===== src/design/cmb_pkg.sv =====
// Package for the CAN message buffer block: word offsets, field positions, frame carriers.
// Assumes a 16-bit object memory word per buffer register on a 32-bit Wishbone bus.
package cmb_pkg;
    // ****************************************
    // Register word indices and the status word index
    // ****************************************
    localparam logic [2:0] CMB_IDX_CTRL  = 3'h0;
    localparam logic [2:0] CMB_IDX_BUFFER_TIME_STAMP  = 3'h1;
    localparam logic [2:0] CMB_IDX_PAYLOAD_WORD_3 = 3'h2;
    localparam logic [2:0] CMB_IDX_PAYLOAD_WORD_2 = 3'h3;
    localparam logic [2:0] CMB_IDX_PAYLOAD_WORD_1 = 3'h4;
    localparam logic [2:0] CMB_IDX_PAYLOAD_WORD_0 = 3'h5;
    localparam logic [2:0] CMB_IDX_IDLO  = 3'h6;
    localparam logic [2:0] CMB_IDX_IDHI  = 3'h7;
    localparam logic [3:0] CMB_ADDR_STAT = 4'h8;
    localparam int         CMB_ADDR_W    = 6;
    localparam int         CMB_WORDS     = 8;
    // ****************************************
    // Field positions
    // ****************************************
    localparam int CMB_IDHI_STDID_LSB = 5;
    localparam int CMB_IDHI_RTR_BIT   = 4;
    localparam int CMB_IDHI_IDE_BIT   = 3;
    localparam int CMB_IDLO_RTR_BIT   = 0;
    localparam int CMB_CTRL_DLC_LSB   = 12;
    localparam int CMB_CTRL_DLC_MSB   = 15;
    localparam int CMB_IDHI_STDID_MSB = 15;
    localparam int CMB_IDHI_EXTID_MSB = 2;
    localparam int CMB_IDLO_EXTID_MSB = 15;
    localparam int CMB_IDLO_EXTID_LSB = 1;
    localparam int CMB_ADR_IDX_MSB    = 5;
    localparam int CMB_ADR_IDX_LSB    = 2;
    localparam int CMB_EXT_ID_W       = 29;
    localparam int CMB_STAT_BUSY_BIT  = 0;
    localparam int CMB_STAT_TX_BIT    = 1;
    localparam int CMB_STAT_RX_BIT    = 2;
    localparam logic [3:0] CMB_MAX_BYTES = 4'h8;
    localparam logic [15:0] CMB_RESET_WORD = 16'h0000;
    // ****************************************
    // Frame carrier between buffer and protocol engine
    // ****************************************
    typedef struct packed {
        logic        ide;
        logic        rtr;
        logic        srr;
        logic [28:0] id;
        logic [3:0]  dlc;
    } cmb_hdr_t;
endpackage


===== src/design/cmb_buffer.sv =====
// One CAN message buffer: eight 16-bit words, packed and unpacked for the protocol engine.
// Assumes a classic Wishbone master on the register side and a byte-wise engine port.
//
// Contract
// - A standard frame is stored with the extension bit of the high identifier word cleared.
// - Standard frames ignore high word bits 2:0 and the whole low identifier word.
// - Standard identifier sits in high word bits 15:5 with remote and extension bits below.
// - Payload bytes pack two per data word, byte one in the upper half of the first word.
// - On transmit, unused payload byte positions are disregarded.
// - On receive, unused payload byte positions may be overwritten with invalid values.
// - A set extension bit makes the buffer carry extended frames with the extended layout.
// - On extended receive the substitute bit is stored as sampled on the bus.
// - Extended id 28:18 in high 15:5, 17:15 in high 2:0, 14:0 in low 15:1, remote in low 0.
// - The remote bit is zero for a data frame and one for a remote frame both ways.
// - The extension bit is zero for an eleven-bit standard frame and one for extended.
// - Transmitting a remote frame ignores all four data words.
// - Receiving a remote frame may overwrite all four data words with invalid values.
// - A length code of eight or above is treated as eight bytes both ways.
//
// Our own choices: the register addresses and the Wishbone slave port.
`timescale 1ns/10ps
`default_nettype none
module cmb_buffer #(
    parameter int ID_W = 29
) (
    // Clock and reset
    input  wire  logic                  clk_i,
    input  wire  logic                  rst_i,
    // Wishbone slave
    input  wire  logic                  cyc_i,
    input  wire  logic                  stb_i,
    input  wire  logic                  we_i,
    input  wire  logic [cmb_pkg::CMB_ADDR_W-1:0] adr_i,
    input  wire  logic [3:0]            sel_i,
    input  wire  logic [31:0]           dat_i,
    output logic [31:0]                 dat_o,
    output logic                        ack_o,
    // Engine transmit side
    input  wire  logic                  tx_load_i,
    output cmb_pkg::cmb_hdr_t           tx_hdr_o,
    input  wire  logic                  tx_byte_rd_i,
    output logic [7:0]                  tx_byte_o,
    output logic                        tx_last_o,
    // Engine receive side
    input  wire  logic                  rx_start_i,
    input  wire  cmb_pkg::cmb_hdr_t     rx_hdr_i,
    input  wire  logic                  rx_byte_vld_i,
    input  wire  logic [7:0]            rx_byte_i,
    input  wire  logic                  rx_done_i,
    // Buffer status
    output logic                        busy_o
);
    // ****************************************
    // State
    // ****************************************
    typedef enum logic [1:0] {CMB_IDLE, CMB_TX, CMB_RX} cmb_mode_t;
    typedef struct packed {
        logic [cmb_pkg::CMB_WORDS-1:0][15:0] mem;
        cmb_mode_t         mode;
        logic [3:0]        cnt;
        logic [3:0]        len;
        logic [31:0]       rdat;
        logic              ack;
        cmb_pkg::cmb_hdr_t thdr;
        logic [7:0]        tbyte;
        logic              tlast;
        logic              busy;
    } cmb_state_t;

    cmb_state_t s_q;
    cmb_state_t s_d;

    // ****************************************
    // Elaboration checks
    // ****************************************
    if (ID_W != cmb_pkg::CMB_EXT_ID_W)
    begin : g_bad_id_w
        $error("cmb_buffer: ID_W must match the extended identifier width");
    end
    if (cmb_pkg::CMB_ADDR_W <= cmb_pkg::CMB_ADR_IDX_MSB)
    begin : g_bad_addr_w
        $error("cmb_buffer: address too narrow for the word index");
    end

    // ****************************************
    // Helpers
    // ****************************************
    function automatic logic [3:0] cmb_clip(input logic [3:0] dlc);
        if (dlc >= cmb_pkg::CMB_MAX_BYTES)
        begin
            return cmb_pkg::CMB_MAX_BYTES;
        end
        return dlc;
    endfunction

    // Byte n of the payload: word PAYLOAD_WORD_0 - n/2, upper half first
    function automatic logic [7:0] cmb_get_byte(
        input logic [cmb_pkg::CMB_WORDS-1:0][15:0] m, input logic [2:0] n);
        logic [15:0] w;
        w = m[cmb_pkg::CMB_IDX_PAYLOAD_WORD_0 - {1'b0, n[2:1]}];
        return n[0] ? w[7:0] : w[15:8];
    endfunction

    // ****************************************
    // Field slices
    // ****************************************
    localparam int SID_H = cmb_pkg::CMB_IDHI_STDID_MSB;
    localparam int SID_L = cmb_pkg::CMB_IDHI_STDID_LSB;
    localparam int XHI_H = cmb_pkg::CMB_IDHI_EXTID_MSB;
    localparam int XLO_H = cmb_pkg::CMB_IDLO_EXTID_MSB;
    localparam int XLO_L = cmb_pkg::CMB_IDLO_EXTID_LSB;
    localparam int DLC_H = cmb_pkg::CMB_CTRL_DLC_MSB;
    localparam int DLC_L = cmb_pkg::CMB_CTRL_DLC_LSB;
    localparam int IDX_H = cmb_pkg::CMB_ADR_IDX_MSB;
    localparam int IDX_L = cmb_pkg::CMB_ADR_IDX_LSB;
    localparam int STD_W = SID_H - SID_L + 1;

    logic            bus_req;
    logic            bus_wr;
    logic [3:0]      word_nr;
    logic [2:0]      widx;
    logic            wsel;
    logic            ssel;
    logic [15:0]     hi_w;
    logic [15:0]     lo_w;
    logic [3:0]      dlc_w;
    logic            tx_ext;
    logic            tx_rtr;
    logic [ID_W-1:0] tx_id;
    logic [3:0]      tx_len;
    logic [15:0]     rx_hi_w;
    logic [15:0]     rx_lo_w;
    logic [3:0]      rx_len;
    logic [31:0]     stat_w;

    // Request taken while ack is low; a write lands at the edge that sees ack
    assign bus_req = cyc_i & stb_i & ~s_q.ack;
    assign bus_wr  = cyc_i & stb_i & we_i & s_q.ack;
    assign word_nr = adr_i[IDX_H:IDX_L];
    assign wsel    = (word_nr < 4'(cmb_pkg::CMB_WORDS));
    assign ssel    = (word_nr == cmb_pkg::CMB_ADDR_STAT);
    assign widx    = word_nr[2:0];
    assign hi_w    = s_q.mem[cmb_pkg::CMB_IDX_IDHI];
    assign lo_w    = s_q.mem[cmb_pkg::CMB_IDX_IDLO];
    assign dlc_w   = s_q.mem[cmb_pkg::CMB_IDX_CTRL][DLC_H:DLC_L];

    // ****************************************
    // Transmit header decode
    // ****************************************
    always_comb
    begin
        tx_ext = hi_w[cmb_pkg::CMB_IDHI_IDE_BIT];
        if (tx_ext)
        begin
            // Extended layout, identifier split over both words
            tx_id  = {hi_w[SID_H:SID_L], hi_w[XHI_H:0], lo_w[XLO_H:XLO_L]};
            tx_rtr = lo_w[cmb_pkg::CMB_IDLO_RTR_BIT];
        end
        else
        begin
            // Low word and bits below the extension bit unused
            tx_id  = {(ID_W - STD_W)'(0), hi_w[SID_H:SID_L]};
            tx_rtr = hi_w[cmb_pkg::CMB_IDHI_RTR_BIT];
        end
        // Remote frames send no payload
        if (tx_rtr)
        begin
            tx_len = 4'h0;
        end
        else
        begin
            tx_len = cmb_clip(dlc_w);
        end
    end

    // ****************************************
    // Receive header packing
    // ****************************************
    always_comb
    begin
        rx_hi_w = hi_w;
        rx_lo_w = lo_w;
        if (rx_hdr_i.ide)
        begin
            rx_hi_w = {rx_hdr_i.id[28:18], rx_hdr_i.srr, 1'b1,
                       rx_hdr_i.id[17:15]};
            rx_lo_w = {rx_hdr_i.id[14:0], rx_hdr_i.rtr};
        end
        else
        begin
            // Standard frame leaves the low identifier word as is
            rx_hi_w = {rx_hdr_i.id[STD_W-1:0], rx_hdr_i.rtr, 1'b0, 3'h0};
        end
        // Remote frames store no payload; data words keep stale values
        if (rx_hdr_i.rtr)
        begin
            rx_len = 4'h0;
        end
        else
        begin
            rx_len = cmb_clip(rx_hdr_i.dlc);
        end
    end

    // ****************************************
    // Read-only status word
    // ****************************************
    always_comb
    begin
        stat_w                             = 32'h00000000;
        stat_w[cmb_pkg::CMB_STAT_BUSY_BIT] = s_q.busy;
        stat_w[cmb_pkg::CMB_STAT_TX_BIT]   = (s_q.mode == CMB_TX);
        stat_w[cmb_pkg::CMB_STAT_RX_BIT]   = (s_q.mode == CMB_RX);
    end

    // ****************************************
    // Next state
    // ****************************************

    always_comb
    begin
        s_d       = s_q;
        s_d.ack   = bus_req;
        s_d.tlast = 1'b0;
        // ****************************************
        // Wishbone access, one wait state
        // ****************************************
        if (bus_wr && wsel)
        begin
            // Write lands at the edge that samples ack high
            if (sel_i[0])
            begin
                s_d.mem[widx][7:0] = dat_i[7:0];
            end
            if (sel_i[1])
            begin
                s_d.mem[widx][15:8] = dat_i[15:8];
            end
        end
        if (bus_req)
        begin
            if (wsel)
            begin
                s_d.rdat = {16'h0000, s_q.mem[widx]};
            end
            else if (ssel)
            begin
                s_d.rdat = stat_w;
            end
            else
            begin
                s_d.rdat = 32'h00000000;
            end
        end
        // ****************************************
        // Protocol engine side
        // ****************************************
        case (s_q.mode)
            CMB_IDLE:
            begin
                if (tx_load_i)
                begin
                    s_d.thdr.ide = tx_ext;
                    s_d.thdr.rtr = tx_rtr;
                    // Substitute bit always sent recessive on extended frames
                    s_d.thdr.srr = tx_ext;
                    s_d.thdr.id  = tx_id;
                    s_d.thdr.dlc = cmb_clip(dlc_w);
                    s_d.len      = tx_len;
                    s_d.cnt      = 4'h0;
                    s_d.tbyte    = cmb_get_byte(s_q.mem, 3'h0);
                    s_d.mode  = CMB_TX;
                end
                else if (rx_start_i)
                begin
                    s_d.cnt  = 4'h0;
                    s_d.mode = CMB_RX;
                    s_d.mem[cmb_pkg::CMB_IDX_IDHI] = rx_hi_w;
                    s_d.mem[cmb_pkg::CMB_IDX_IDLO] = rx_lo_w;
                    s_d.mem[cmb_pkg::CMB_IDX_CTRL][DLC_H:DLC_L] = rx_hdr_i.dlc;
                    s_d.len = rx_len;
                end
            end
            CMB_TX:
            begin
                if (s_q.len == 4'h0)
                begin
                    s_d.tlast = 1'b1;
                    s_d.mode  = CMB_IDLE;
                end
                else if (tx_byte_rd_i)
                begin
                    s_d.cnt   = s_q.cnt + 4'h1;
                    s_d.tbyte = cmb_get_byte(s_q.mem, s_q.cnt[2:0] + 3'h1);
                    if (s_q.cnt + 4'h1 == s_q.len)
                    begin
                        s_d.tlast = 1'b1;
                        s_d.mode  = CMB_IDLE;
                    end
                end
            end
            CMB_RX:
            begin
                if (rx_byte_vld_i && s_q.cnt < s_q.len)
                begin
                    if (s_q.cnt[0])
                    begin
                        s_d.mem[cmb_pkg::CMB_IDX_PAYLOAD_WORD_0 - {1'b0, s_q.cnt[2:1]}][7:0] =
                            rx_byte_i;
                    end
                    else
                    begin
                        // Low half left as is until its byte arrives
                        s_d.mem[cmb_pkg::CMB_IDX_PAYLOAD_WORD_0 - {1'b0, s_q.cnt[2:1]}][15:8] =
                            rx_byte_i;
                    end
                    s_d.cnt = s_q.cnt + 4'h1;
                end
                if (rx_done_i)
                begin
                    s_d.mode = CMB_IDLE;
                end
            end
            default:
            begin
                s_d.mode = CMB_IDLE;
            end
        endcase
        s_d.busy = (s_d.mode != CMB_IDLE);
    end

    // ****************************************
    // Registers
    // ****************************************
    always_ff @(posedge clk_i)
    begin
        if (rst_i)
        begin
            s_q <= '0;
        end
        else
        begin
            s_q <= s_d;
        end
    end

    // ****************************************
    // Outputs, all straight from the state register
    // ****************************************
    assign dat_o     = s_q.rdat;
    assign ack_o     = s_q.ack;
    assign tx_hdr_o  = s_q.thdr;
    assign tx_byte_o = s_q.tbyte;
    assign tx_last_o = s_q.tlast;
    assign busy_o    = s_q.busy;
endmodule // cmb_buffer
`default_nettype wire


===== config.mk =====
export PLATFORM = sky130hd
export DESIGN_NAME = cmb_buffer
export DESIGN_NICKNAME = d
export VERILOG_FILES = /design/src/design/cmb_pkg.sv /design/src/design/cmb_buffer.sv
export SDC_FILE = /design/constraint.sdc
export NUM_CORES = 1
export LEC_CHECK = 0
export BUFFER_PORTS_ARGS = -buffer_cell sky130_fd_sc_hd__buf_2
export CELL_PAD_IN_SITES_DETAIL_PLACEMENT = 0
export CELL_PAD_IN_SITES_GLOBAL_PLACEMENT = 1
export CORE_MARGIN = 3
export CORE_UTILIZATION = 45
export CTS_CLUSTER_DIAMETER = 40
export DETAILED_ROUTE_END_ITERATION = 8
export HOLD_SLACK_MARGIN = 0.05
export PLACE_DENSITY = 0.86
export REMOVE_ABC_BUFFERS = 1
export SYNTH_ARGS = -nofsm -noshare
export SYNTH_HDL_FRONTEND = slang
export SYNTH_SLANG_ARGS = --single-unit
export TNS_END_PERCENT = 50

===== constraint.sdc =====
create_clock -name clk_i -period 5.75 [get_ports clk_i]
set_input_delay 0.8625 -clock clk_i [delete_from_list [all_inputs] [get_ports clk_i]]
set_output_delay 0.8625 -clock clk_i [all_outputs]
set_load 0.02 [all_outputs]

==> impl_metrics.toml, run 1 <==
[status]
status = "completed"

[layout]
nets = 1379
nFillCells = 2436
final_core_util_pct = 48.9
register_area_um2 = 4000
layout-drive-gt1-share_pct = 18.9
multi_input_area_um2 = 6510
syn_to_final_growth_pct = 6.21

[yosys]
yosys.area.top_type = "dfxtp_1"
synthArstFlopShare_pct = 0
ys.flop_type = "dfxtp_1"
yosysWarnings = 0
seq_area_frac_synth_pct = 34.3
synth_top_area_share_pct = 34.3
ys_ff_latch = 200
syn-cell-area_um2 = 11700
synth_commonest_cells = "dfxtp_1 (200), mux2i_1 (175), a21oi_1 (97)"
synth_cells = 1292
avgSynthCellArea_um2 = 9.03
ys_types = 75
post-synth-top-count-cell = "dfxtp_1"
synth-edff-count = 0
synth.top_cells.by_area = "dfxtp_1 (34%), mux2i_1 (15%), buf_4 (5.2%)"

[timing]
fmaxAchievable_mhz = 327
tightest_slew_ps = 1120
setup_viol_count_final = 0
timing_hold_violations_final = 0
fin_setup_tns_ps = 0
grt_setup_unrepaired = "false"
min_period_ps = 3060
drv_slew = 0
period_share_pct = 53.2
slew_headroom_pct = 24.9
finClkSkew_ps = 13.3

[global_route]
overflow = 0
globalRouteTotalUtil_pct = 25.2
antenna_found_initial = 0
grt_pass1_vias = 9140
grt_first_pass_wirelength_mm = 55.8
grt_max_degree = 71

[critical_path]
crit_arrival_ps = 3400
cp-end-kind = "register"
crit_type = "reg2reg"
required_ps = 6090
startpoint = "s_q[83]"
r2r-start = "s_q[83]"
rrSetupSlack_ps = 2690
startpoint_type = "register"
cp_max_fo = 40

[drt]
via_count = 10000
wl_per_cell_um = 22.8
ant_nets = 0
detail_route.first_pass.iterations = 6
via_per_inst = 6.20
drc = 0
routed_wl_mm = 37.0
drt_iter0_markers = 1078

[die]
start_util_pct = 46.1
io-pin-count = 175
fp-row-count = 58
design.core.area_um2 = 25300
die_h_um = 167
fp.dieW_um = 167
dieArea_um2 = 27900

[min_path]
hold_class = "reg2reg"
min_from = "tx_hdr_o[31]"

[power_and_ir_drop]
p_per_area_nw_per_um2 = 249
leakage_nw = 4.52
ir_drop_mv = 0.182

[cts]
htreeDepth = 4
numCtsBuffers = 17
path_clk_slew_ps = 80
cts_sinks = 200
post_cts_buffers = 0
holdBufCountCts = 0
post_cts_resized = 0
root_buffer = "clkbuf_16"
cts_buffer_depth = 2
clk_latency_ps = 430
cts_tree = "yes"

[placed_design]
gp_congestion = 0.902
io_buffer_count = 138
hpwl_mm = 27.2

[job]
max_cap_violations = 0
-- logic make-up after synthesis --
family	share of synthesized area [%]
adder cells (fa/ha/maj)	0.965
AND/OR/NAND/NOR	15.4
multiplexers	18.5
AO/OA/AOI/OAI	19.8
XOR/XNOR	0.515
other	0.0321
flip-flops	34.3
buffers and inverters	10.5
-- report_power, final --
| group | total (W) | internal (W) | leakage (nW) | switching [W] |
|---|---|---|---|---|
| Clock | 0.00118 | 0.000578 | 0.273 | 0.000601 |
| Sequential | 0.00145 | 0.00142 | 1.62 | 0.0000356 |
| Combinational | 0.000454 | 0.000137 | 2.63 | 0.000317 |
| Total | 0.00308 | 0.00213 | 4.52 | 0.000954 |
-- metrics by stage --
step | worst slack, ps | total power (W) | instances | hold WS, ps | instance area [µm²]
floorplan | 2280 | 0.00172 | 1106 | 453 | 10600
CTS | 2750 | 0.00308 | 1617 | 454 | 12400
global placement | 2590 | 0.00192 | 1585 | 436 | 11800
global route | 2610 | 0.00318 | 1617 | 464 | 12400
finish | 2690 | 0.00308 | 1618 | 450 | 12400
detailed placement | 2580 | 0.00193 | 1585 | 443 | 11800
-- cell usage in the layout (no fill, tap or decap), types with 13 or more instances in the layout --
| master | count |
|---|---|
| o22ai_1 | 19 |
| o21ai_0 | 28 |
| and3_1 | 13 |
| a21oi_1 | 97 |
| nand2_1 | 59 |
| mux2_2 | 18 |
| nand3_1 | 35 |
| dfxtp_1 | 200 |
| a32oi_1 | 20 |
| o31ai_1 | 50 |
| conb_1 | 16 |
| nor3b_1 | 19 |
| inv_1 | 29 |
| mux2i_1 | 175 |
| nor3_1 | 22 |
| o211ai_1 | 13 |
| nor2_1 | 58 |
| buf_2 | 137 |
| nor2b_1 | 21 |
| a211oi_1 | 22 |
| clkbuf_16 | 17 |
| o41ai_1 | 17 |
-- cell type report --
class / count / share of cell area, %
diodes: 1 / 0.0202
clock buffers: 18 / 3.46
clock inverters: 14 / 1.10
inverters: 33 / 1.00
multi-input cells: 873 / 52.5
flip-flops and latches: 200 / 32.3
well taps: 330 / 3.33
repair buffers: 149 / 6.26
-- metal layers --
metal  track usage [%]  wire length, µm
met1              36.6            16400
met2              38.5            16100
met3              3.87             3430
met4              8.36             1040
met5                 0                0
-- worst max-delay path, stage by stage (launching register included) --
cell and delay (ps):
dfxtp_1 320, buf_4 260, ha_1 330, xnor2_2 680, buf_4 410, mux2_2 410
a211o_1 300, o32ai_1 250
-- path summary, 6_finish.rpt --
| kind | endpoint | depth (start not counted) |
|---|---|---|
| setup / recovery | tx_byte_o[7] | 7 |
| hold / removal | tx_hdr_o[31] | 2 |
| setup reg to reg | tx_byte_o[7] | 7 |
| hold reg to reg | tx_hdr_o[31] | 2 |
No activity file was read; power rests on OpenSTA's default activity.
==> run 2, diff against run 1 <==
- CORE_UTILIZATION: 45 -> 40
- PLACE_DENSITY: 0.86 -> 0.81
- clock period: 5.75 -> 2.45 ns (I/O delays scaled with it)
==> run 2 against run 1 <==
Net effect:
- total power grew 140%
- combinational power grew to 2.6 times the previous value
- non-clock buffer count grew 59
- via count grew 1.2%
- design area grew 4.9%
- clock power grew 150%
- wire length grew 3.9%
- final cell count grew 6.5%
- die area grew 12%
- setup slack lost 2600 ps
- worst hold slack lost 300 ps
==> impl_metrics.toml, run 2 (synthesis results as in run 1) <==
[status]
status = "completed"

[drt]
ant_nets = 0
via_count = 10200
drt_iter0_markers = 940
wl_per_cell_um = 22.3
routed_wl_mm = 38.4
drc = 0
via_per_inst = 5.89
detail_route.first_pass.iterations = 5

[timing]
setup_slack_ps = 112
min_period_ps = 2340
timing_hold_violations_final = 0
grt_setup_unrepaired = "false"
hold_slack_ps = 146
fmaxAchievable_mhz = 428
slew_headroom_pct = 41.0
period_share_pct = 95.4
setup_viol_count_final = 0
finClkSkew_ps = 10.7
tightest_slew_ps = 877
drv_slew = 0

[critical_path]
cp_top_family = "simple AND/OR/NAND/NOR gates"
slowest_stage = "and4bb_2"
crit_type = "reg2reg"
startpoint_type = "register"
worstPathCellList = "inv_1 -> ha_1 -> and4bb_2 -> or2_2 -> a2bb2oi_1 -> o21ai_0"
critPathMaxStageDelay_ps = 490
cp_max_fo = 9
crit_arrival_ps = 2640
critPathBufInv = 1
required_ps = 2760
cp-end-kind = "register"

[global_route]
globalRouteTotalUtil_pct = 24.0
antenna_found_initial = 0
grt_max_degree = 49
overflow = 0
grt_pass1_vias = 9719
grt_first_pass_wirelength_mm = 58.0

[die]
design.core.area_um2 = 28200
die_h_um = 177
io-pin-count = 175
start_util_pct = 41.3
fp.dieW_um = 177
dieArea_um2 = 31300
fp-row-count = 61

[cts]
path_clk_slew_ps = 80
clk_latency_ps = 450
numCtsBuffers = 17
cts_sinks = 200
cts_tree = "yes"
post_cts_buffers = 0
cts_buffer_depth = 2
root_buffer = "clkbuf_16"
htreeDepth = 4

[power_and_ir_drop]
p_per_area_nw_per_um2 = 577
ir_drop_mv = 0.499
leakage_nw = 4.85

[layout]
layout-drive-gt1-share_pct = 22.5
diodes = 0
most-common-layout-cells = "dfxtp_1 (200), mux2i_1 (175), buf_2 (137)"
syn_to_final_growth_pct = 11.4
final_core_util_pct = 46.0
nFillCells = 2791
nets = 1438
layout_commonest_cell = "dfxtp_1"

[placed_design]
pre_cts_ws_ps = 153
hpwl_mm = 29.2
gp_congestion = 0.933
io_buffer_count = 138

[min_path]
hold_class = "in2reg"

[job]
max_cap_violations = 0
[run 2: changes by cell type in the layout (fill, tap and decap cells not counted), moves of 2 or more]
cell	previous run	this run
inv_8	5	2
bufinv_16	0	2
buf_4	12	65
buf_12	0	6
inv_6	2	4
[run 2: tightest hold or removal path, stage by stage]
cell	delay, ps
buf_2	90
a32oi_1	40
o21ai_0	60
[run 2: path summary, 6_finish.rpt]
check        cells past startpoint           end  slack [ps]          from
min reg2reg                      2  tx_hdr_o[22]         450  tx_hdr_o[22]
max reg2reg                      6       lo_w[3]         110       s_q[87]
max                              6       lo_w[3]         110       s_q[87]
min                              3      lo_w[13]         150  rx_hdr_i[16]
[run 2: power breakdown]
part	switching, W	total [W]	internal, W	leakage, nW
clock network	0.00140	0.00293	0.00153	0.281
registers	0.0000742	0.00340	0.00332	1.62
logic	0.000772	0.00117	0.000395	2.95
total	0.00225	0.00750	0.00525	4.85
[run 2: cell type report]
| cell class | instances | area, µm² | share of cell area (%) |
|---|---|---|---|
| clock buffer | 17 | 425 | 3.27 |
| clock inverter | 14 | 163 | 1.25 |
| inverter | 33 | 124 | 0.953 |
| multi-input combinational | 873 | 6510 | 50.1 |
| sequential | 200 | 4000 | 30.8 |
| tap | 378 | 473 | 3.64 |
| timing repair buffer | 208 | 1290 | 9.95 |
[run 2: repair_timing]
item	CTS	global route
hold buffers	0	0
endpoints found under the hold margin	0	0
endpoints found under the setup margin	0	9
gates resized for setup	0	1
[run 2: stage by stage]
step           cells  instance area [µm²]  total power [W]  setup TNS (ps)
4_1_cts         1723                13000          0.00750               0
3_3_place_gp    1692                12400          0.00460               0
6_report        1723                13000          0.00750               0
2_1_floorplan   1106                10600          0.00404          -66010
5_1_grt         1723                13000          0.00774               0
3_5_place_dp    1692                12400          0.00462               0
[run 2: routing by layer]
metal / vias to the layer above / wire, µm / GRT usage, % / part of all wire (%)
li1: 4774 / - / - / -
met2: 430 / 17100 / 37.7 / 45
met5: - / 0 / 0 / 0
met3: 67 / 2790 / 3.63 / 7.3
met1: 4884 / 17200 / 33.6 / 45
met4: 0 / 1250 / 8.61 / 3.3
==> run 3, diff against run 2 <==
- PLACE_DENSITY: 0.81 -> default
- PLACE_DENSITY_LB_ADDON: default -> 0.1
==> run 3 against run 2 <==
Net effect:
- worst hold slack improved by 1.2 ps
- core utilization decreased by 0.12 points
- critical path depth unchanged
- final cell count unchanged
- clock-buffer cell count unchanged
- sequential power about the same
- via count decreased by 2.3%
- first-iteration DRC count decreased by 23%
- clock skew increased by 5.7 ps
- wire length increased by 2.8%
- critical endpoint is now lo_w[1]
==> impl_metrics.toml, run 3 (synthesis results as in run 1) <==
[die]
dieArea_um2 = 31300
fp-row-count = 61
fp.dieW_um = 177
io-pin-count = 175
design.core.area_um2 = 28200
start_util_pct = 41.3
die_h_um = 177

[critical_path]
cp-end-kind = "register"
worstPathCellList = "inv_1 -> ha_1 -> and4bb_2 -> or2_2 -> a2bb2oi_1 -> o21ai_0"
cp_max_fo = 9
crit_type = "reg2reg"
startpoint_type = "register"
slowest_stage = "and4bb_2"
crit_arrival_ps = 2530
required_ps = 2760
critPathMaxStageDelay_ps = 460

[timing]
drv_slew = 0
grt_setup_unrepaired = "false"
setup_viol_count_final = 0
tightest_slew_ps = 1140
slew_headroom_pct = 23.8
setup_slack_ps = 237
fmaxAchievable_mhz = 452
finClkSkew_ps = 16.4
min_period_ps = 2210
period_share_pct = 90.3
timing_hold_violations_final = 0

[drt]
via_per_inst = 5.76
drc = 0
ant_nets = 0
wl_per_cell_um = 22.9
detail_route.first_pass.iterations = 7
via_count = 9920
routed_wl_mm = 39.5
drt_iter0_markers = 728

[layout]
diodes = 0
layout-drive-gt1-share_pct = 22.5
syn_to_final_growth_pct = 11.1
layout_commonest_cell = "dfxtp_1"
nFillCells = 2803
nets = 1437
most-common-layout-cells = "dfxtp_1 (200), mux2i_1 (175), buf_2 (137)"
final_core_util_pct = 45.9

[cts]
cts_buffer_depth = 2
post_cts_buffers = 0
clk_latency_ps = 440
path_clk_slew_ps = 90
holdBufCountCts = 0
cts_tree = "yes"
root_buffer = "clkbuf_16"
cts_sinks = 200
post_cts_resized = 0
htreeDepth = 4
numCtsBuffers = 17

[placed_design]
io_buffer_count = 138
gp_congestion = 0.884
pre_cts_ws_ps = 157
hpwl_mm = 30.6

[power_and_ir_drop]
ir_drop_mv = 0.379
leakage_nw = 4.84
p_per_area_nw_per_um2 = 575

[global_route]
grt_max_degree = 48
grt_pass1_vias = 9469
globalRouteTotalUtil_pct = 25.1
grt_first_pass_wirelength_mm = 59.8
overflow = 0
antenna_found_initial = 0

[status]
status = "completed"

[min_path]
hold_class = "in2reg"

[job]
max_cap_violations = 0
-- run 3: cell types whose count changed in the layout (fill, tap and decap cells not counted), moves of 2 or more --
| cell | change |
|---|---|
| clkinvlp_4 | -2 |
| clkinv_8 | +6 |
| bufinv_16 | -2 |
| buf_12 | -3 |
| buf_4 | +2 |
-- run 3: layout make-up --
cell class	instances	area, µm²	area share (%)
clock buffers	17	425	3.28
clock inverters	15	179	1.38
flip-flops and latches	200	4000	30.9
inverters	33	124	0.956
well taps	378	473	3.65
multi-input cells	873	6510	50.2
repair buffers	207	1250	9.63
-- run 3: critical path: cells and delay by family, from the launching register on --
family | cells | cell delay [ps]
AO/OA/AOI/OAI | 2 | 610
buffers and inverters | 1 | 110
flip-flops | 1 | 430
AND/OR/NAND/NOR | 2 | 620
adder cells (fa/ha/maj) | 1 | 330
-- run 3: where the power goes --
group | switching [W] | leakage [nW] | internal [W]
Clock | 0.00150 | 0.291 | 0.00139
Sequential | 0.0000804 | 1.62 | 0.00332
Combinational | 0.000771 | 2.93 | 0.000386
Total | 0.00236 | 4.84 | 0.00509
-- run 3: final timing paths --
path                     start      endpoint  slack [ps]  depth (start not counted)
setup / recovery       s_q[87]       lo_w[1]         240                          6
setup reg to reg       s_q[87]       lo_w[1]         240                          6
hold / removal    rx_hdr_i[17]      lo_w[14]         150                          3
hold reg to reg   tx_hdr_o[32]  tx_hdr_o[32]         450                          2
-- run 3: through the flow --
stage,cells,power [W],setup TNS [ps],hold slack [ps],instance area (µm²)
floorplan,1106,0.00404,-66010,437,10600
global placement,1691,0.00462,0,438,12400
detailed placement,1691,0.00463,0,440,12400
CTS,1723,0.00751,0,127,13000
global route,1723,0.00775,0,134,13000
finish,1723,0.00745,0,147,13000
-- run 3: per-layer routing --
| layer | up-vias | track usage (%) | routed length (µm) |
|---|---|---|---|
| li1 | 4794 | - | - |
| met1 | 4775 | 37.5 | 19400 |
| met2 | 323 | 38.6 | 17000 |
| met3 | 28 | 3.65 | 2460 |
| met4 | 0 | 5.01 | 572 |
| met5 | - | 0 | 0 |
